==> src/rcs_pkg.sv <==
// package for the reset cause and start-up block
// assumes a 100 MHz pclk and an APB master with 32-bit data
package rcs_pkg;
  // register byte offsets
  localparam logic [7:0] RCS_OFF_CAUSE = 8'h00;
  localparam logic [7:0] RCS_OFF_CTRL = 8'h04;
  localparam logic [7:0] RCS_OFF_STAT = 8'h08;
  localparam logic [7:0] RCS_OFF_IRQ_ST = 8'h0C;
  localparam logic [7:0] RCS_OFF_IRQ_EN = 8'h10;
  localparam logic [7:0] RCS_OFF_IRQ_CLR = 8'h14;
  localparam logic [7:0] RCS_OFF_PC = 8'h18;
  // cause flag bit positions
  localparam int RCS_B_POR = 0;
  localparam int RCS_B_SLEEP = 1;
  localparam int RCS_B_IDLE = 2;
  localparam int RCS_B_WATCHDOG_TIMEOUT_FLAG = 3;
  localparam int RCS_B_SWRST = 4;
  localparam int RCS_B_EXTERNAL_RESET_FLAG = 5;
  localparam int RCS_B_IOP = 6;
  localparam int RCS_B_TRAP = 7;
  localparam int RCS_NFLAG = 8;
  // control bit positions
  localparam int RCS_C_CFM = 0;
  localparam int RCS_C_PUT = 1;
  localparam int RCS_C_SRC = 2;
  // interrupt event positions
  localparam int RCS_E_CLKFAIL = 0;
  localparam int RCS_E_RESET = 1;
  localparam int RCS_E_WAKE = 2;
  localparam int RCS_NEV = 3;
  // restart addresses
  localparam logic [23:0] RCS_VEC_RESET = 24'h000000;
  localparam logic [23:0] RCS_VEC_CLKFAIL = 24'h000004;
  localparam logic [23:0] RCS_PC_STEP = 24'h000002;
  // reset values
  localparam logic [7:0] RCS_CAUSE_RST = 8'h01;
  localparam logic [2:0] RCS_CTRL_RST = 3'h3;
  // start-up timer, in ns, and its cycle count
  localparam int RCS_CLK_NS = 10;
  localparam int RCS_PUT_NS = 64000;
  localparam int RCS_PUT_CYC = RCS_PUT_NS / RCS_CLK_NS;
  // clock source selection
  typedef enum logic [1:0] {
    RCS_SRC_FRC = 2'b00,
    RCS_SRC_EXT = 2'b01,
    RCS_SRC_XTAL = 2'b10
  } rcs_src_t;
  // start-up sequencer states
  typedef enum logic [1:0] {
    RCS_ST_TIMER = 2'b00,
    RCS_ST_CHECK = 2'b01,
    RCS_ST_FROZEN = 2'b10,
    RCS_ST_RUN = 2'b11
  } rcs_state_t;
  // reset and wake events, one cycle pulses
  typedef struct packed {
    logic pin_rst;
    logic sw_rst;
    logic wdt_to;
    logic irq_wake;
    logic irq_vec_en;
    logic trap_rst;
    logic illop_rst;
  } rcs_evt_t;
  // oscillator status inputs
  typedef struct packed {
    logic osc_running;
    logic ost_done;
    logic pll_lock;
    logic pll_used;
  } rcs_osc_t;
endpackage

==> src/rcs_core.sv <==
// Function
// RULE_01: oscillator start not tied to startup timers
// RULE_02: monitor on, clock not ready: fail trap
// RULE_03: fail trap switches clock to fast rc
// RULE_04: monitor and timer off: exit reset fast
// RULE_05: rc or external clock active at once
// RULE_06: monitor off, no clock: freeze at vector
// RULE_07: cause flags software readable and writable
// RULE_08: pin reset sets external, clears sw/wdt/idle/sleep
// RULE_09: software reset sets sw, clears others
// RULE_10: pin reset in sleep sets external and sleep
// RULE_11: pin reset in idle sets external and idle
// RULE_12: interrupt wake: pc plus two, sleep set
// RULE_13: enabled interrupt wake loads its vector
// RULE_14: flags untouched by event stay unchanged
// RULE_15: power-on sets only por; watchdog restarts zero
// RULE_16: watchdog wake pc plus two; trap flags
//
// reset cause recorder and start-up sequencer with an APB slave
// assumes event inputs are one-cycle pulses synchronous to pclk
//
// Added by the designer: register access over APB and the address map.
`timescale 1ns/1ps
module rcs_core #(
  parameter int PUT_CYCLES = rcs_pkg::RCS_PUT_CYC
) (
  // clock and reset
  input wire logic pclk,
  input wire logic presetn,
  // apb slave
  input wire logic psel,
  input wire logic penable,
  input wire logic pwrite,
  input wire logic [7:0] paddr,
  input wire logic [31:0] pwdata,
  output logic [31:0] prdata,
  output logic pready,
  output logic pslverr,
  // events and oscillator status
  input wire rcs_pkg::rcs_evt_t evt,
  input wire rcs_pkg::rcs_osc_t osc,
  input wire logic in_sleep,
  input wire logic in_idle,
  input wire logic [23:0] cur_pc,
  input wire logic [23:0] irq_vector,
  // core side
  output logic core_run,
  output logic restart_pulse,
  output logic [23:0] restart_pc,
  output rcs_pkg::rcs_src_t clk_src,
  output logic irq
);
  import rcs_pkg::*;

  logic [RCS_NFLAG-1:0] cause_q; // reset cause flags
  logic [1:0] ctrl_q; // monitor and timer enables
  rcs_state_t st_q; // start-up state
  logic [RCS_NEV-1:0] ist_q; // sticky interrupt status
  logic [RCS_NEV-1:0] ien_q; // interrupt enables
  logic start_q; // kicks the timer once after reset
  logic timer_done;

  // apb decode
  wire acc = psel && penable;
  wire wr = acc && pwrite;
  wire a_cause = (paddr == RCS_OFF_CAUSE);
  wire a_ctrl = (paddr == RCS_OFF_CTRL);
  wire a_stat = (paddr == RCS_OFF_STAT);
  wire a_ist = (paddr == RCS_OFF_IRQ_ST);
  wire a_ien = (paddr == RCS_OFF_IRQ_EN);
  wire a_iclr = (paddr == RCS_OFF_IRQ_CLR);
  wire a_pc = (paddr == RCS_OFF_PC);
  wire mapped = a_cause || a_ctrl || a_stat || a_ist || a_ien ||
                a_iclr || a_pc;

  // clock readiness, independent of the timer chain [RULE_01]
  wire clk_ready = osc.osc_running &&
                   (osc.ost_done || clk_src != RCS_SRC_XTAL) &&
                   (osc.pll_lock || !osc.pll_used);
  wire cfm_en = ctrl_q[RCS_C_CFM];
  // fast exit skips the timer when both features are off [RULE_04]
  wire put_bypass = !ctrl_q[RCS_C_PUT] && !cfm_en;
  wire clk_fail = (st_q == RCS_ST_CHECK) && cfm_en && !clk_ready;
  wire go_run = (st_q == RCS_ST_CHECK || st_q == RCS_ST_FROZEN) &&
                clk_ready;

  // flag update per event; unlisted bits keep their value [RULE_14]
  function automatic logic [RCS_NFLAG-1:0] upd(
    input logic [RCS_NFLAG-1:0] f, input logic [RCS_NFLAG-1:0] s,
    input logic [RCS_NFLAG-1:0] c);
    upd = (f & ~c) | s;
  endfunction
  function automatic logic [RCS_NFLAG-1:0] bit1(input int b);
    bit1 = RCS_NFLAG'(1) << b;
  endfunction

  logic [RCS_NFLAG-1:0] ev_set; // flags the event raises
  logic [RCS_NFLAG-1:0] ev_clr; // flags the event drops
  logic [23:0] ev_pc;
  logic ev_any;
  logic ev_wake;
  // event priority: pin, software, watchdog, traps, wake
  always_comb begin
    ev_set = '0;
    ev_clr = '0;
    ev_pc = RCS_VEC_RESET;
    ev_any = 1'b1;
    ev_wake = 1'b0;
    if (evt.pin_rst && in_sleep) begin
      ev_set = bit1(RCS_B_EXTERNAL_RESET_FLAG) | bit1(RCS_B_SLEEP); // [RULE_10]
      ev_clr = bit1(RCS_B_WATCHDOG_TIMEOUT_FLAG) | bit1(RCS_B_IDLE);
    end else if (evt.pin_rst && in_idle) begin
      ev_set = bit1(RCS_B_EXTERNAL_RESET_FLAG) | bit1(RCS_B_IDLE); // [RULE_11]
      ev_clr = bit1(RCS_B_WATCHDOG_TIMEOUT_FLAG) | bit1(RCS_B_SLEEP);
    end else if (evt.pin_rst) begin
      ev_set = bit1(RCS_B_EXTERNAL_RESET_FLAG); // [RULE_08]
      ev_clr = bit1(RCS_B_SWRST) | bit1(RCS_B_WATCHDOG_TIMEOUT_FLAG) |
               bit1(RCS_B_IDLE) | bit1(RCS_B_SLEEP);
    end else if (evt.sw_rst) begin
      ev_set = bit1(RCS_B_SWRST); // [RULE_09]
      ev_clr = bit1(RCS_B_EXTERNAL_RESET_FLAG) | bit1(RCS_B_WATCHDOG_TIMEOUT_FLAG) |
               bit1(RCS_B_IDLE) | bit1(RCS_B_SLEEP);
    end else if (evt.wdt_to && in_sleep) begin
      ev_set = bit1(RCS_B_WATCHDOG_TIMEOUT_FLAG) | bit1(RCS_B_SLEEP); // [RULE_16]
      ev_pc = cur_pc + RCS_PC_STEP;
      ev_wake = 1'b1;
    end else if (evt.wdt_to) begin
      ev_set = bit1(RCS_B_WATCHDOG_TIMEOUT_FLAG); // [RULE_15]
      ev_clr = bit1(RCS_B_EXTERNAL_RESET_FLAG) | bit1(RCS_B_SWRST) |
               bit1(RCS_B_IDLE) | bit1(RCS_B_SLEEP);
    end else if (evt.trap_rst) begin
      ev_set = bit1(RCS_B_TRAP); // [RULE_16]
    end else if (evt.illop_rst) begin
      ev_set = bit1(RCS_B_IOP); // [RULE_16]
    end else if (evt.irq_wake && in_sleep) begin
      ev_set = bit1(RCS_B_SLEEP); // [RULE_12]
      // enabled interrupt jumps to its own vector [RULE_13]
      ev_pc = evt.irq_vec_en ? irq_vector : cur_pc + RCS_PC_STEP;
      ev_wake = 1'b1;
    end else begin
      ev_any = 1'b0;
    end
  end

  // write and event in one cycle: the event's own set and clear bits
  // win, so a cause is never lost to a racing clear [RULE_07]
  wire cause_wr = wr && a_cause;
  wire [RCS_NFLAG-1:0] cause_base =
    cause_wr ? pwdata[RCS_NFLAG-1:0] : cause_q;
  wire [RCS_NFLAG-1:0] cause_d = upd(cause_base, ev_set, ev_clr);

  // cause register
  always_ff @(posedge pclk or negedge presetn) begin
    if (!presetn) begin
      cause_q <= RCS_CAUSE_RST; // power-on sets only por [RULE_15]
    end else begin
      cause_q <= cause_d; // [RULE_07]
    end
  end

  // control register
  always_ff @(posedge pclk or negedge presetn) begin
    if (!presetn) begin
      ctrl_q <= RCS_CTRL_RST[1:0];
    end else if (wr && a_ctrl) begin
      ctrl_q <= pwdata[RCS_C_PUT:RCS_C_CFM];
    end
  end

  rcs_put_timer #(.CYCLES(PUT_CYCLES)) u_put (
    .pclk(pclk),
    .presetn(presetn),
    .start(start_q),
    .bypass(put_bypass),
    .done(timer_done)
  );

  // start-up sequencer
  always_ff @(posedge pclk or negedge presetn) begin
    if (!presetn) begin
      st_q <= RCS_ST_TIMER;
      start_q <= 1'b1;
    end else begin
      start_q <= 1'b0;
      case (st_q)
        RCS_ST_TIMER: begin
          if (timer_done) begin
            st_q <= RCS_ST_CHECK;
          end
        end
        RCS_ST_CHECK: begin
          if (clk_ready || clk_fail) begin
            st_q <= RCS_ST_RUN; // [RULE_02] [RULE_05]
          end else begin
            st_q <= RCS_ST_FROZEN; // held at vector [RULE_06]
          end
        end
        RCS_ST_FROZEN: begin
          if (clk_ready) begin
            st_q <= RCS_ST_RUN; // [RULE_06]
          end
        end
        default: begin
          st_q <= RCS_ST_RUN;
        end
      endcase
    end
  end

  // clock source, forced to fast rc on failure
  always_ff @(posedge pclk or negedge presetn) begin
    if (!presetn) begin
      clk_src <= RCS_SRC_XTAL;
    end else if (clk_fail) begin
      clk_src <= RCS_SRC_FRC; // [RULE_03]
    end else if (wr && a_ctrl) begin
      clk_src <= rcs_src_t'(pwdata[RCS_C_SRC +: 2]); // handler choice
    end
  end

  // restart outputs
  always_ff @(posedge pclk or negedge presetn) begin
    if (!presetn) begin
      core_run <= 1'b0;
      restart_pulse <= 1'b0;
      restart_pc <= RCS_VEC_RESET;
    end else begin
      restart_pulse <= clk_fail || go_run || (ev_any && st_q == RCS_ST_RUN);
      if (clk_fail) begin
        restart_pc <= RCS_VEC_CLKFAIL; // [RULE_02]
        core_run <= 1'b1;
      end else if (go_run) begin
        restart_pc <= RCS_VEC_RESET; // [RULE_04]
        core_run <= 1'b1;
      end else if (ev_any && st_q == RCS_ST_RUN) begin
        restart_pc <= ev_pc; // [RULE_08] [RULE_12]
      end
    end
  end

  // interrupt status: set beats clear
  wire [RCS_NEV-1:0] ev_vec = {ev_wake, ev_any && !ev_wake, clk_fail};
  wire [RCS_NEV-1:0] iclr = (wr && a_iclr) ? pwdata[RCS_NEV-1:0] : '0;
  always_ff @(posedge pclk or negedge presetn) begin
    if (!presetn) begin
      ist_q <= '0;
      ien_q <= '0;
      irq <= 1'b0;
    end else begin
      ist_q <= (ist_q & ~iclr) | ev_vec;
      if (wr && a_ien) begin
        ien_q <= pwdata[RCS_NEV-1:0];
      end
      irq <= |(((ist_q & ~iclr) | ev_vec) & ien_q);
    end
  end

  // apb read mux, zero wait states
  wire [31:0] rdat =
    a_cause ? 32'(cause_q) :
    a_ctrl ? 32'({clk_src, ctrl_q[1:0]}) :
    a_stat ? 32'({clk_ready, st_q}) :
    a_ist ? 32'(ist_q) :
    a_ien ? 32'(ien_q) :
    a_pc ? 32'(restart_pc) : 32'h00000000;
  always_ff @(posedge pclk or negedge presetn) begin
    if (!presetn) begin
      prdata <= 32'h00000000;
      pready <= 1'b0;
      pslverr <= 1'b0;
    end else begin
      pready <= psel && !penable;
      pslverr <= psel && !penable && !mapped;
      prdata <= (psel && !penable && !pwrite) ? rdat : 32'h00000000;
    end
  end

  // assertions
  fail_vector_a: assert property ( // [RULE_02]
    @(posedge pclk) disable iff (!presetn)
    clk_fail |=> restart_pc == RCS_VEC_CLKFAIL && core_run)
    else $error("clock fail did not load trap vector");
  fail_src_a: assert property ( // [RULE_03]
    @(posedge pclk) disable iff (!presetn)
    clk_fail |=> clk_src == RCS_SRC_FRC)
    else $error("clock fail did not select fast rc");
  frozen_hold_a: assert property ( // [RULE_06]
    @(posedge pclk) disable iff (!presetn)
    st_q == RCS_ST_FROZEN && !clk_ready |=> !core_run)
    else $error("core ran without a clock");
  freeze_entry_a: assert property ( // [RULE_06]
    @(posedge pclk) disable iff (!presetn)
    st_q == RCS_ST_CHECK && !cfm_en && !clk_ready |=>
      st_q == RCS_ST_FROZEN)
    else $error("missing clock did not freeze start-up");
  fast_exit_a: assert property ( // [RULE_04]
    @(posedge pclk) disable iff (!presetn)
    st_q == RCS_ST_TIMER && put_bypass |-> ##2 st_q != RCS_ST_TIMER)
    else $error("fast exit waited for the timer");
  run_start_a: assert property ( // [RULE_05]
    @(posedge pclk) disable iff (!presetn)
    go_run |=> core_run && restart_pc == RCS_VEC_RESET)
    else $error("ready clock did not start the core");
  pin_flags_a: assert property ( // [RULE_08]
    @(posedge pclk) disable iff (!presetn)
    evt.pin_rst && !in_sleep && !in_idle && !cause_wr |=>
      cause_q[RCS_B_EXTERNAL_RESET_FLAG] && !cause_q[RCS_B_SWRST] &&
      !cause_q[RCS_B_SLEEP])
    else $error("pin reset flags wrong");
  sw_flags_a: assert property ( // [RULE_09]
    @(posedge pclk) disable iff (!presetn)
    evt.sw_rst && !evt.pin_rst && !cause_wr |=>
      cause_q[RCS_B_SWRST] && !cause_q[RCS_B_EXTERNAL_RESET_FLAG])
    else $error("software reset flags wrong");
  sleep_pin_a: assert property ( // [RULE_10]
    @(posedge pclk) disable iff (!presetn)
    evt.pin_rst && in_sleep |=>
      cause_q[RCS_B_EXTERNAL_RESET_FLAG] && cause_q[RCS_B_SLEEP] &&
      !cause_q[RCS_B_WATCHDOG_TIMEOUT_FLAG] && !cause_q[RCS_B_IDLE])
    else $error("pin reset in sleep flags wrong");
  idle_pin_a: assert property ( // [RULE_11]
    @(posedge pclk) disable iff (!presetn)
    evt.pin_rst && !in_sleep && in_idle |=>
      cause_q[RCS_B_EXTERNAL_RESET_FLAG] && cause_q[RCS_B_IDLE] &&
      !cause_q[RCS_B_WATCHDOG_TIMEOUT_FLAG] && !cause_q[RCS_B_SLEEP])
    else $error("pin reset in idle flags wrong");
  wake_keep_a: assert property ( // [RULE_12]
    @(posedge pclk) disable iff (!presetn)
    evt.irq_wake && in_sleep && !evt.pin_rst && !evt.sw_rst &&
    !evt.wdt_to && !evt.trap_rst && !evt.illop_rst && !cause_wr |=>
      cause_q == ($past(cause_q) | bit1(RCS_B_SLEEP)))
    else $error("interrupt wake touched other flags");
  wake_vector_a: assert property ( // [RULE_13]
    @(posedge pclk) disable iff (!presetn)
    evt.irq_wake && evt.irq_vec_en && in_sleep && !evt.pin_rst &&
    !evt.sw_rst && !evt.wdt_to && !evt.trap_rst && !evt.illop_rst &&
    st_q == RCS_ST_RUN |=> restart_pc == $past(irq_vector))
    else $error("enabled wake did not load its vector");
  wdt_reset_a: assert property ( // [RULE_15]
    @(posedge pclk) disable iff (!presetn)
    evt.wdt_to && !in_sleep && !evt.pin_rst && !evt.sw_rst |=>
      cause_q[RCS_B_WATCHDOG_TIMEOUT_FLAG] && !cause_q[RCS_B_EXTERNAL_RESET_FLAG] &&
      !cause_q[RCS_B_SWRST] && !cause_q[RCS_B_SLEEP])
    else $error("watchdog reset flags wrong");
  trap_flag_a: assert property ( // [RULE_16]
    @(posedge pclk) disable iff (!presetn)
    evt.trap_rst && !evt.pin_rst && !evt.sw_rst && !evt.wdt_to |=>
      cause_q[RCS_B_TRAP])
    else $error("trap reset flag not set");
  flag_hold_a: assert property ( // [RULE_14]
    @(posedge pclk) disable iff (!presetn)
    !ev_any && !cause_wr |=> $stable(cause_q))
    else $error("cause flags changed without cause");
  irq_level_a: assert property (@(posedge pclk) disable iff (!presetn)
    |(ist_q & ien_q) && !(wr && a_iclr) |=> irq)
    else $error("interrupt not raised");
  cov_fail_c: cover property (@(posedge pclk) clk_fail);
  cov_frozen_c: cover property (@(posedge pclk)
    st_q == RCS_ST_FROZEN ##1 st_q == RCS_ST_RUN);
  cov_wake_c: cover property (@(posedge pclk) ev_wake);
  cov_fast_c: cover property (@(posedge pclk)
    st_q == RCS_ST_TIMER && put_bypass);
endmodule

==> src/rcs_put_timer.sv <==
// power-up timer: counts a fixed interval after start
// assumes start is a one-cycle pulse in the pclk domain
`timescale 1ns/1ps
module rcs_put_timer #(
  parameter int CYCLES = rcs_pkg::RCS_PUT_CYC
) (
  // clock and reset
  input wire logic pclk,
  input wire logic presetn,
  // control
  input wire logic start,
  input wire logic bypass,
  output logic done
);
  import rcs_pkg::*;
  localparam int W = $clog2(CYCLES + 1);
  logic [W-1:0] cnt_q; // cycles still to run
  logic running_q; // interval in progress
  wire last = (cnt_q == W'(1));
  // count down, bypass finishes at once
  always_ff @(posedge pclk or negedge presetn) begin
    if (!presetn) begin
      cnt_q <= '0;
      running_q <= 1'b0;
      done <= 1'b0;
    end else if (start) begin
      cnt_q <= W'(CYCLES);
      running_q <= !bypass;
      done <= bypass;
    end else if (running_q) begin
      // a bypass raised mid-count ends the interval at once
      cnt_q <= cnt_q - W'(1);
      running_q <= !last && !bypass;
      done <= last || bypass;
    end else begin
      done <= 1'b0;
    end
  end
endmodule

==> config.mk <==
export PLATFORM = sky130hd
export DESIGN_NAME = rcs_core
export DESIGN_NICKNAME = d
export VERILOG_FILES = /design/src/rcs_pkg.sv /design/src/rcs_core.sv /design/src/rcs_put_timer.sv
export SDC_FILE = /design/constraint.sdc
export NUM_CORES = 1
export LEC_CHECK = 0
export BUFFER_PORTS_ARGS = -buffer_cell sky130_fd_sc_hd__buf_4
export CAP_MARGIN = 20
export CORE_ASPECT_RATIO = 1.75
export CORE_MARGIN = 2
export CORE_UTILIZATION = 25
export DETAILED_ROUTE_END_ITERATION = 10
export GPL_TIMING_DRIVEN = 0
export SLEW_MARGIN = 30
export SYNTH_ARGS = -nofsm -noshare
export SYNTH_HDL_FRONTEND = slang
export SYNTH_SLANG_ARGS = --single-unit
==> constraint.sdc <==
create_clock -name pclk -period 5.6 [get_ports pclk]
set_input_delay 1.12 -clock pclk [delete_from_list [all_inputs] [get_ports pclk]]
set_output_delay 1.12 -clock pclk [all_outputs]
set_load 0.01 [all_outputs]
## Word level (Yosys, flattened, before mapping)

Cells that the tools add are included.

| word-level totals | value |
|---|---|
| bits in latches | 0 |
| bits in read-only memories | 0 |
| bits of input ports | 106 |
| logic and storage cells | 160 |
| bits in writable memories | 0 |
| output and inout bits | 63 |
| flip-flop bits (word level) | 89 |
| memories kept | 0 |

| cells by class | value |
|---|---|
| $mul | 0 |
| bitwise logic cells | 7 |
| shift-type cells | 0 |
| multiplexer cells | 68 |
| order comparisons | 0 |
| $add $sub $neg | 2 |
| reductions and logical operators | 53 |
| div/mod/pow operators | 0 |
| equality and inequality tests | 13 |

Operators by type and width:

| cell | count |
|---|---|
| 24-bit two-way mux | 20 |
| 8-bit two-way mux | 9 |
| 6-bit two-way mux | 5 |
| 13-bit two-way mux | 2 |
| 24-bit by 2-bit adder with 24-bit output (second input constant) | 1 |
| 8-bit by 5-bit == test with 1-bit output (second input constant) | 3 |
| 1-bit two-way mux | 24 |
| 1-bit logical AND | 22 |
| 8-bit by 4-bit == test with 1-bit output (second input constant) | 2 |
| 13-bit by 1-bit == test with 1-bit output (second input constant) | 1 |
| 1-bit logical OR | 13 |
| 13-bit by 1-bit subtractor with 13-bit output (second input constant) | 1 |
| 1-bit logical NOT | 10 |
| 2-bit two-way mux | 5 |
| 8-bit AND | 1 |
| 8-bit by 3-bit == test with 1-bit output (second input constant) | 1 |
| 8-bit logical NOT | 1 |
| 8-bit NOT | 1 |
| 8-bit OR | 1 |
| 7-bit two-way mux | 1 |
| 3-bit AND | 2 |
| 2-bit one-hot mux with 3 select lines | 1 |
| 2-bit nonzero test | 3 |
| 2-bit == test (second input constant) | 2 |
| 10 further kinds | 11 |

## Logic depth before layout (Yosys ltp)

| depth | value |
|---|---|
| depth after elaboration | 15 |
| mapped depth | 8 |
| gate-level depth less buffers | 7 |

## Hierarchy

Synthesis repeated with hierarchy kept, for this count alone.

| second synthesis, totals | value |
|---|---|
| cells, all modules | 492 |
| area total of the unflattened synthesis | 4,742.0 um^2 |

Modules (own cells, without submodules):

| module | sequential area each (um^2) | times used | cells an instance | area an instance (um^2) |
|---|---|---|---|---|
| rcs_core | 1,858.0 | 1 | 412 | 3,915.0 |
| rcs_put_timer | 375.4 | 1 | 80 | 827.0 |

## Worst setup path before layout

No wires, ideal clock.

| path | value |
|---|---|
| path kind | in2reg |
| start point | input port paddr[1] |
| end point | register cause_q[1] |
| data required time | 5.457 ns |
| arrival | 2.766 ns |
| stages | 7 |
| slack | 2.691 ns |
| library setup time | 0.143 ns |
| buffers on the path | 2 |
| cell sequence | or3_4 buf_6 or3_1 buf_2 nor3_4 mux2i_1 o211ai_2 |

| on the way | value |
|---|---|
| cells in the longest elaborated chain, start to end | 5 |

Ends and longest elaborated chain:

| what | RTL line | text |
|---|---|---|
| start, declared | rcs_core.sv:34 | `input wire logic [7:0] paddr,` |
| 8-bit logical NOT | rcs_core.sv:66 | `wire a_cause = (paddr == RCS_OFF_CAUSE);` |
| 1-bit logical AND | rcs_core.sv:147 | `wire cause_wr = wr && a_cause;` |
| 8-bit two-way mux | rcs_core.sv:149 | `cause_wr ? pwdata[RCS_NFLAG-1:0] : cause_q;` |
| 8-bit AND | rcs_core.sv:91 | `upd = (f & ~c) \| s;` |
| 8-bit OR | rcs_core.sv:91 |  |
| net cause_d[1] | rcs_core.sv:150 | `wire [RCS_NFLAG-1:0] cause_d = upd(cause_base, ev_set, ev_clr);` |
| end signal, assigned | rcs_core.sv:157 | `cause_q <= cause_d;` |
| end, declared | rcs_core.sv:55 | `logic [RCS_NFLAG-1:0] cause_q;` |

The timed path passes the listed nets, and every way through them passes these cells.
A chain may end at the register's enable or synchronous reset.

## Worst setup path after layout

| path | value |
|---|---|
| start point | input port evt[6] (netlist name) |
| end point | register restart_pc[8] |

| on the way | value |
|---|---|
| cells in the longest elaborated chain, start to end | 6 |
| elaborated cells on any way between the ends | 13 |
| classes of those cells | 9 x mux; 4 x reduce/logical |

Ends and longest elaborated chain:

| what | RTL line | text |
|---|---|---|
| start, declared | rcs_core.sv:40 | `input wire rcs_pkg::rcs_evt_t evt,` |
| 24-bit two-way mux / 1-bit logical AND (equally long branches) | rcs_core.sv:115, rcs_core.sv:112 |  |
| 24-bit two-way mux | rcs_core.sv:112 | `end else if (evt.pin_rst && in_idle) begin` |
| 24-bit two-way mux | rcs_core.sv:109 | `if (evt.pin_rst && in_sleep) begin` |
| 24-bit two-way mux | rcs_core.sv:235 | `end else if (ev_any && st_q == RCS_ST_RUN) begin` |
| 24-bit two-way mux | rcs_core.sv:232 | `end else if (go_run) begin` |
| 24-bit two-way mux | rcs_core.sv:229 | `if (clk_fail) begin` |
| end signal, assigned | rcs_core.sv:236 | `restart_pc <= ev_pc;` |
| end, declared | rcs_core.sv:49 | `output logic [23:0] restart_pc,` |

Several ways; a longest one is shown, not always the timed one. The select of a mux whose other input is x is not followed.

==> impl_metrics.tcl <==
set metrics [dict create \
    status "completed" \
    met1_length_um 5460 \
    critical_path.max_fanout 10 \
    whs_path_depth 1 \
    io_pins 169 \
    clock_tree_buffer_depth 2 \
    cts_num_sinks 89 \
    fmax_mhz 315 \
    detailedPlacementHpwl_um 11400 \
    portBuffers 133 \
    crit_top_cell "clkbuf_1" \
    synth_largest_area_cell "dfrtp_1" \
    syn-instance-count 474 \
    timing.final.max_slew_violations 0 \
    row_count 66 \
    grt_pass1_vias 4197 \
    start_util_pct 25.3 \
    fraction_of_the_core_area_covered_by_cells_at_the_end_of_the_flow_pct 34.4 \
    cts_tree "yes" \
    synth_area_per_cell_um2 9.84 \
    area_added_between_synthesis_and_finish_pct 35.6 \
    reg2reg_depth 5 \
    detail_route.first_pass.iterations 4 \
    post_cts_resize_count 0 \
    filler_cell_count 1957 \
    dominant_register_cell_in_the_synthesized_netlist "dfrtp_1" \
    grt_first_pass_wirelength_um 22700 \
    layout_worst_path_cycle_share_pct 56.7 \
    synthTopCellsByArea "dfrtp_1 45%, nor2_1 3.9%, mux2i_1 3.2%" \
    pin_count_of_the_biggest_net_entering_global_routing 90 \
    clk-insertion-delay-late_ns 0.35 \
    critical_path.endpoint_type "flop" \
    cts-buffers-inserted 9 \
    drt_iter0_drc 175 \
    synth_sequential_area_ratio_pct 47.9 \
    timing.hold.ws_ns 0.476 \
    grt_setup_unrepaired "no" \
    timing.setup.tns_ns 0 \
    routed-wl-met2_um 7940 \
    grt_util_all_layers_pct 15.1 \
    place_congestion 0.879 \
    fp.dieArea_um2 19800 \
    final_antenna_net_count 0 \
    synth_area_um2 4660 \
    antenna_found_initial 1 \
    vdd_ir_drop_max_mv 0.141 \
    setup-violations-final 0 \
    ys_ff_latch 89 \
    highest_metal_used "met4" \
    leakage_dissipation_nw 2.93 \
    yosysTopAreaCellShare_pct 45.1 \
    tightest_slew_ns 0.832 \
    wire_per_inst_um 16.9 \
    worst_ep_arrival_time_ns 3.46 \
    crit_path_top_delay_cell "nor4_2" \
    routed_met3_length_um 667 \
    drt_drc_violations_left 0 \
    vias_per_cell 4.82 \
    dp.cells 853 \
    drv.max_cap_violation_count 0 \
    crit_path_max_incr_delay_ns 0.82 \
    place_worst_setup_slack_ns 2.00 \
    synth_enable_flop_cells 0 \
    cpLargestDelayFamily "simple AND/OR/NAND/NOR gates" \
    clk_pin_slew_worst_setup_hold_paths_ns 0.07 \
    overall_die_height_um 185 \
    fraction_of_registers_with_async_set_reset_pct 100 \
    stdcell_count 870 \
    cp_data_required_time_ns 5.88 \
    yosysWarnings 0 \
    fp.coreArea_um2 18400 \
    post-synth-top-count-cell "dfrtp_1" \
    fin_worst_skew_ns 0.00661 \
    distinct_cell_type_count_of_the_synthesized_netlist 64 \
    p_per_area_nw_per_um2 246 \
    cts.repair_timing.setup_buffer_count 0 \
    critPathBufInv 2 \
    timing.critical_path.cells "clkbuf_1 > nor2_1 > o211ai_1 > nor4_2 > clkbuf_1 > a22o_1" \
    wirelength_um 14700 \
    cts_root_buffer "clkbuf_16" \
    startpoint_type "input pin" \
    vias 4193 \
    path_length_in_cells_of_the_critical_path 6 \
    grt_remaining_overflow 0 \
    slew-limit-headroom_pct 44.1 \
    most_frequent_cells_after_synthesis "84 x dfrtp_1, 48 x nor2_1, 35 x nand2_1" \
    hold_path.class "reg -> reg" \
    post-route-worst-setup-slack_ns 2.42 \
    period_minus_slack_ns 3.18 \
    ctsHoldBuffers 0 \
    worst-setup-path-type "in -> reg" \
    die_x_um 107 \
    timing_hold_violations_final 0 \
    cts-htree-levels 3 \
    drive_gt1_share_pct 29.0 \
    final_net_count 740 \
]
## worst paths after layout
kind                                        startpoint                   endpoint  slack [ns]
worst max-delay path                            evt[6]  restart_pc[8]$_DFFE_PN0P_        2.42
worst min-delay path              core_run$_DFFE_PN0P_       core_run$_DFFE_PN0P_        0.48
worst max register to register  clk_src[1]$_DFFE_PN1P_  restart_pc[8]$_DFFE_PN0P_        2.92
worst min register to register    core_run$_DFFE_PN0P_       core_run$_DFFE_PN0P_        0.48
max in group asynchronous                      presetn       prdata[23]$_DFF_PN0_        4.19
min in group asynchronous                      presetn        prdata[5]$_DFF_PN0_        0.85
## metrics by stage
step                      cell area [µm²]  power, mW
final                                6330       1.55
after global routing                 6330       1.62
after CTS                            6320       1.57
after detailed placement             5990      0.896
after global placement               5990      0.894
after floorplan                      4690      0.787
## placed cells by master (no fill, tap or decap), drive strengths merged, types with 11 or more instances in the layout
cell type / instances
buf: 146
dfrtp: 84
nor2: 48
nand2: 35
clkbuf: 27
nand3: 22
o21ai: 22
and2: 16
a22o: 16
mux2i: 15
xnor2: 15
inv: 14
a21oi: 13
nor3: 12
or3: 11
## registers in the layout (all words and copies together), names as in the netlist
register	cells
start_q	1
restart_pc	24
ctrl_q	2
ien_q	3
pslverr	1
restart_pulse	1
cause_q	8
irq	1
u_put.cnt_q	13
core_run	1
ist_q	3
prdata	24
clk_src	2
st_q	2
u_put.running_q	1
pready	1
u_put.done	1
## report_power, final
| part | internal, mW | switching [mW] | total, mW | leakage (nW) |
|---|---|---|---|---|
| logic | 0.0933 | 0.106 | 0.199 | 1.63 |
| registers | 0.665 | 0.0190 | 0.684 | 1.15 |
| clock network | 0.405 | 0.266 | 0.671 | 0.159 |
## metal layers
layer | vias to the layer above | GRT usage [%]
li1 | 1992 | -
met1 | 2012 | 16.9
met2 | 157 | 27.3
met3 | 32 | 2.16
met4 | 0 | 7.74
met5 | - | 0
## cells by family after synthesis
family	Yosys count	synth area share [%]
and+or+nand+nor	191	21.5
AOI/OAI and AO/OA	97	14.9
DFF	89	47.9
buffers and inverters	43	4.35
xor gates and xnor gates	24	4.51
muxes	21	4.67
adders and majority gates	8	2.15
other	1	0.0804
## area by class of cell
| cell class | count | area (µm²) | share of cell area (%) |
|---|---|---|---|
| diodes | 1 | 2.50 | 0.0396 |
| plain buffers | 30 | 154 | 2.43 |
| clock buffers | 10 | 239 | 3.78 |
| clock inverters | 6 | 90.1 | 1.42 |
| inverters | 13 | 48.8 | 0.771 |
| multi-input cells | 350 | 2260 | 35.7 |
| flip-flops and latches | 89 | 2230 | 35.3 |
| well taps | 238 | 298 | 4.71 |
| repair buffers | 133 | 1000 | 15.8 |
## worst reg2reg max path, delay by kind of cell (launching register included)
kind	cells	cell delay, ns
AO/OA/AOI/OAI	1	0.21
flip-flops	1	0.59
buffers and inverters	1	0.49
AND/OR/NAND/NOR	3	1.31
No activity file was read; power rests on OpenSTA's default activity.
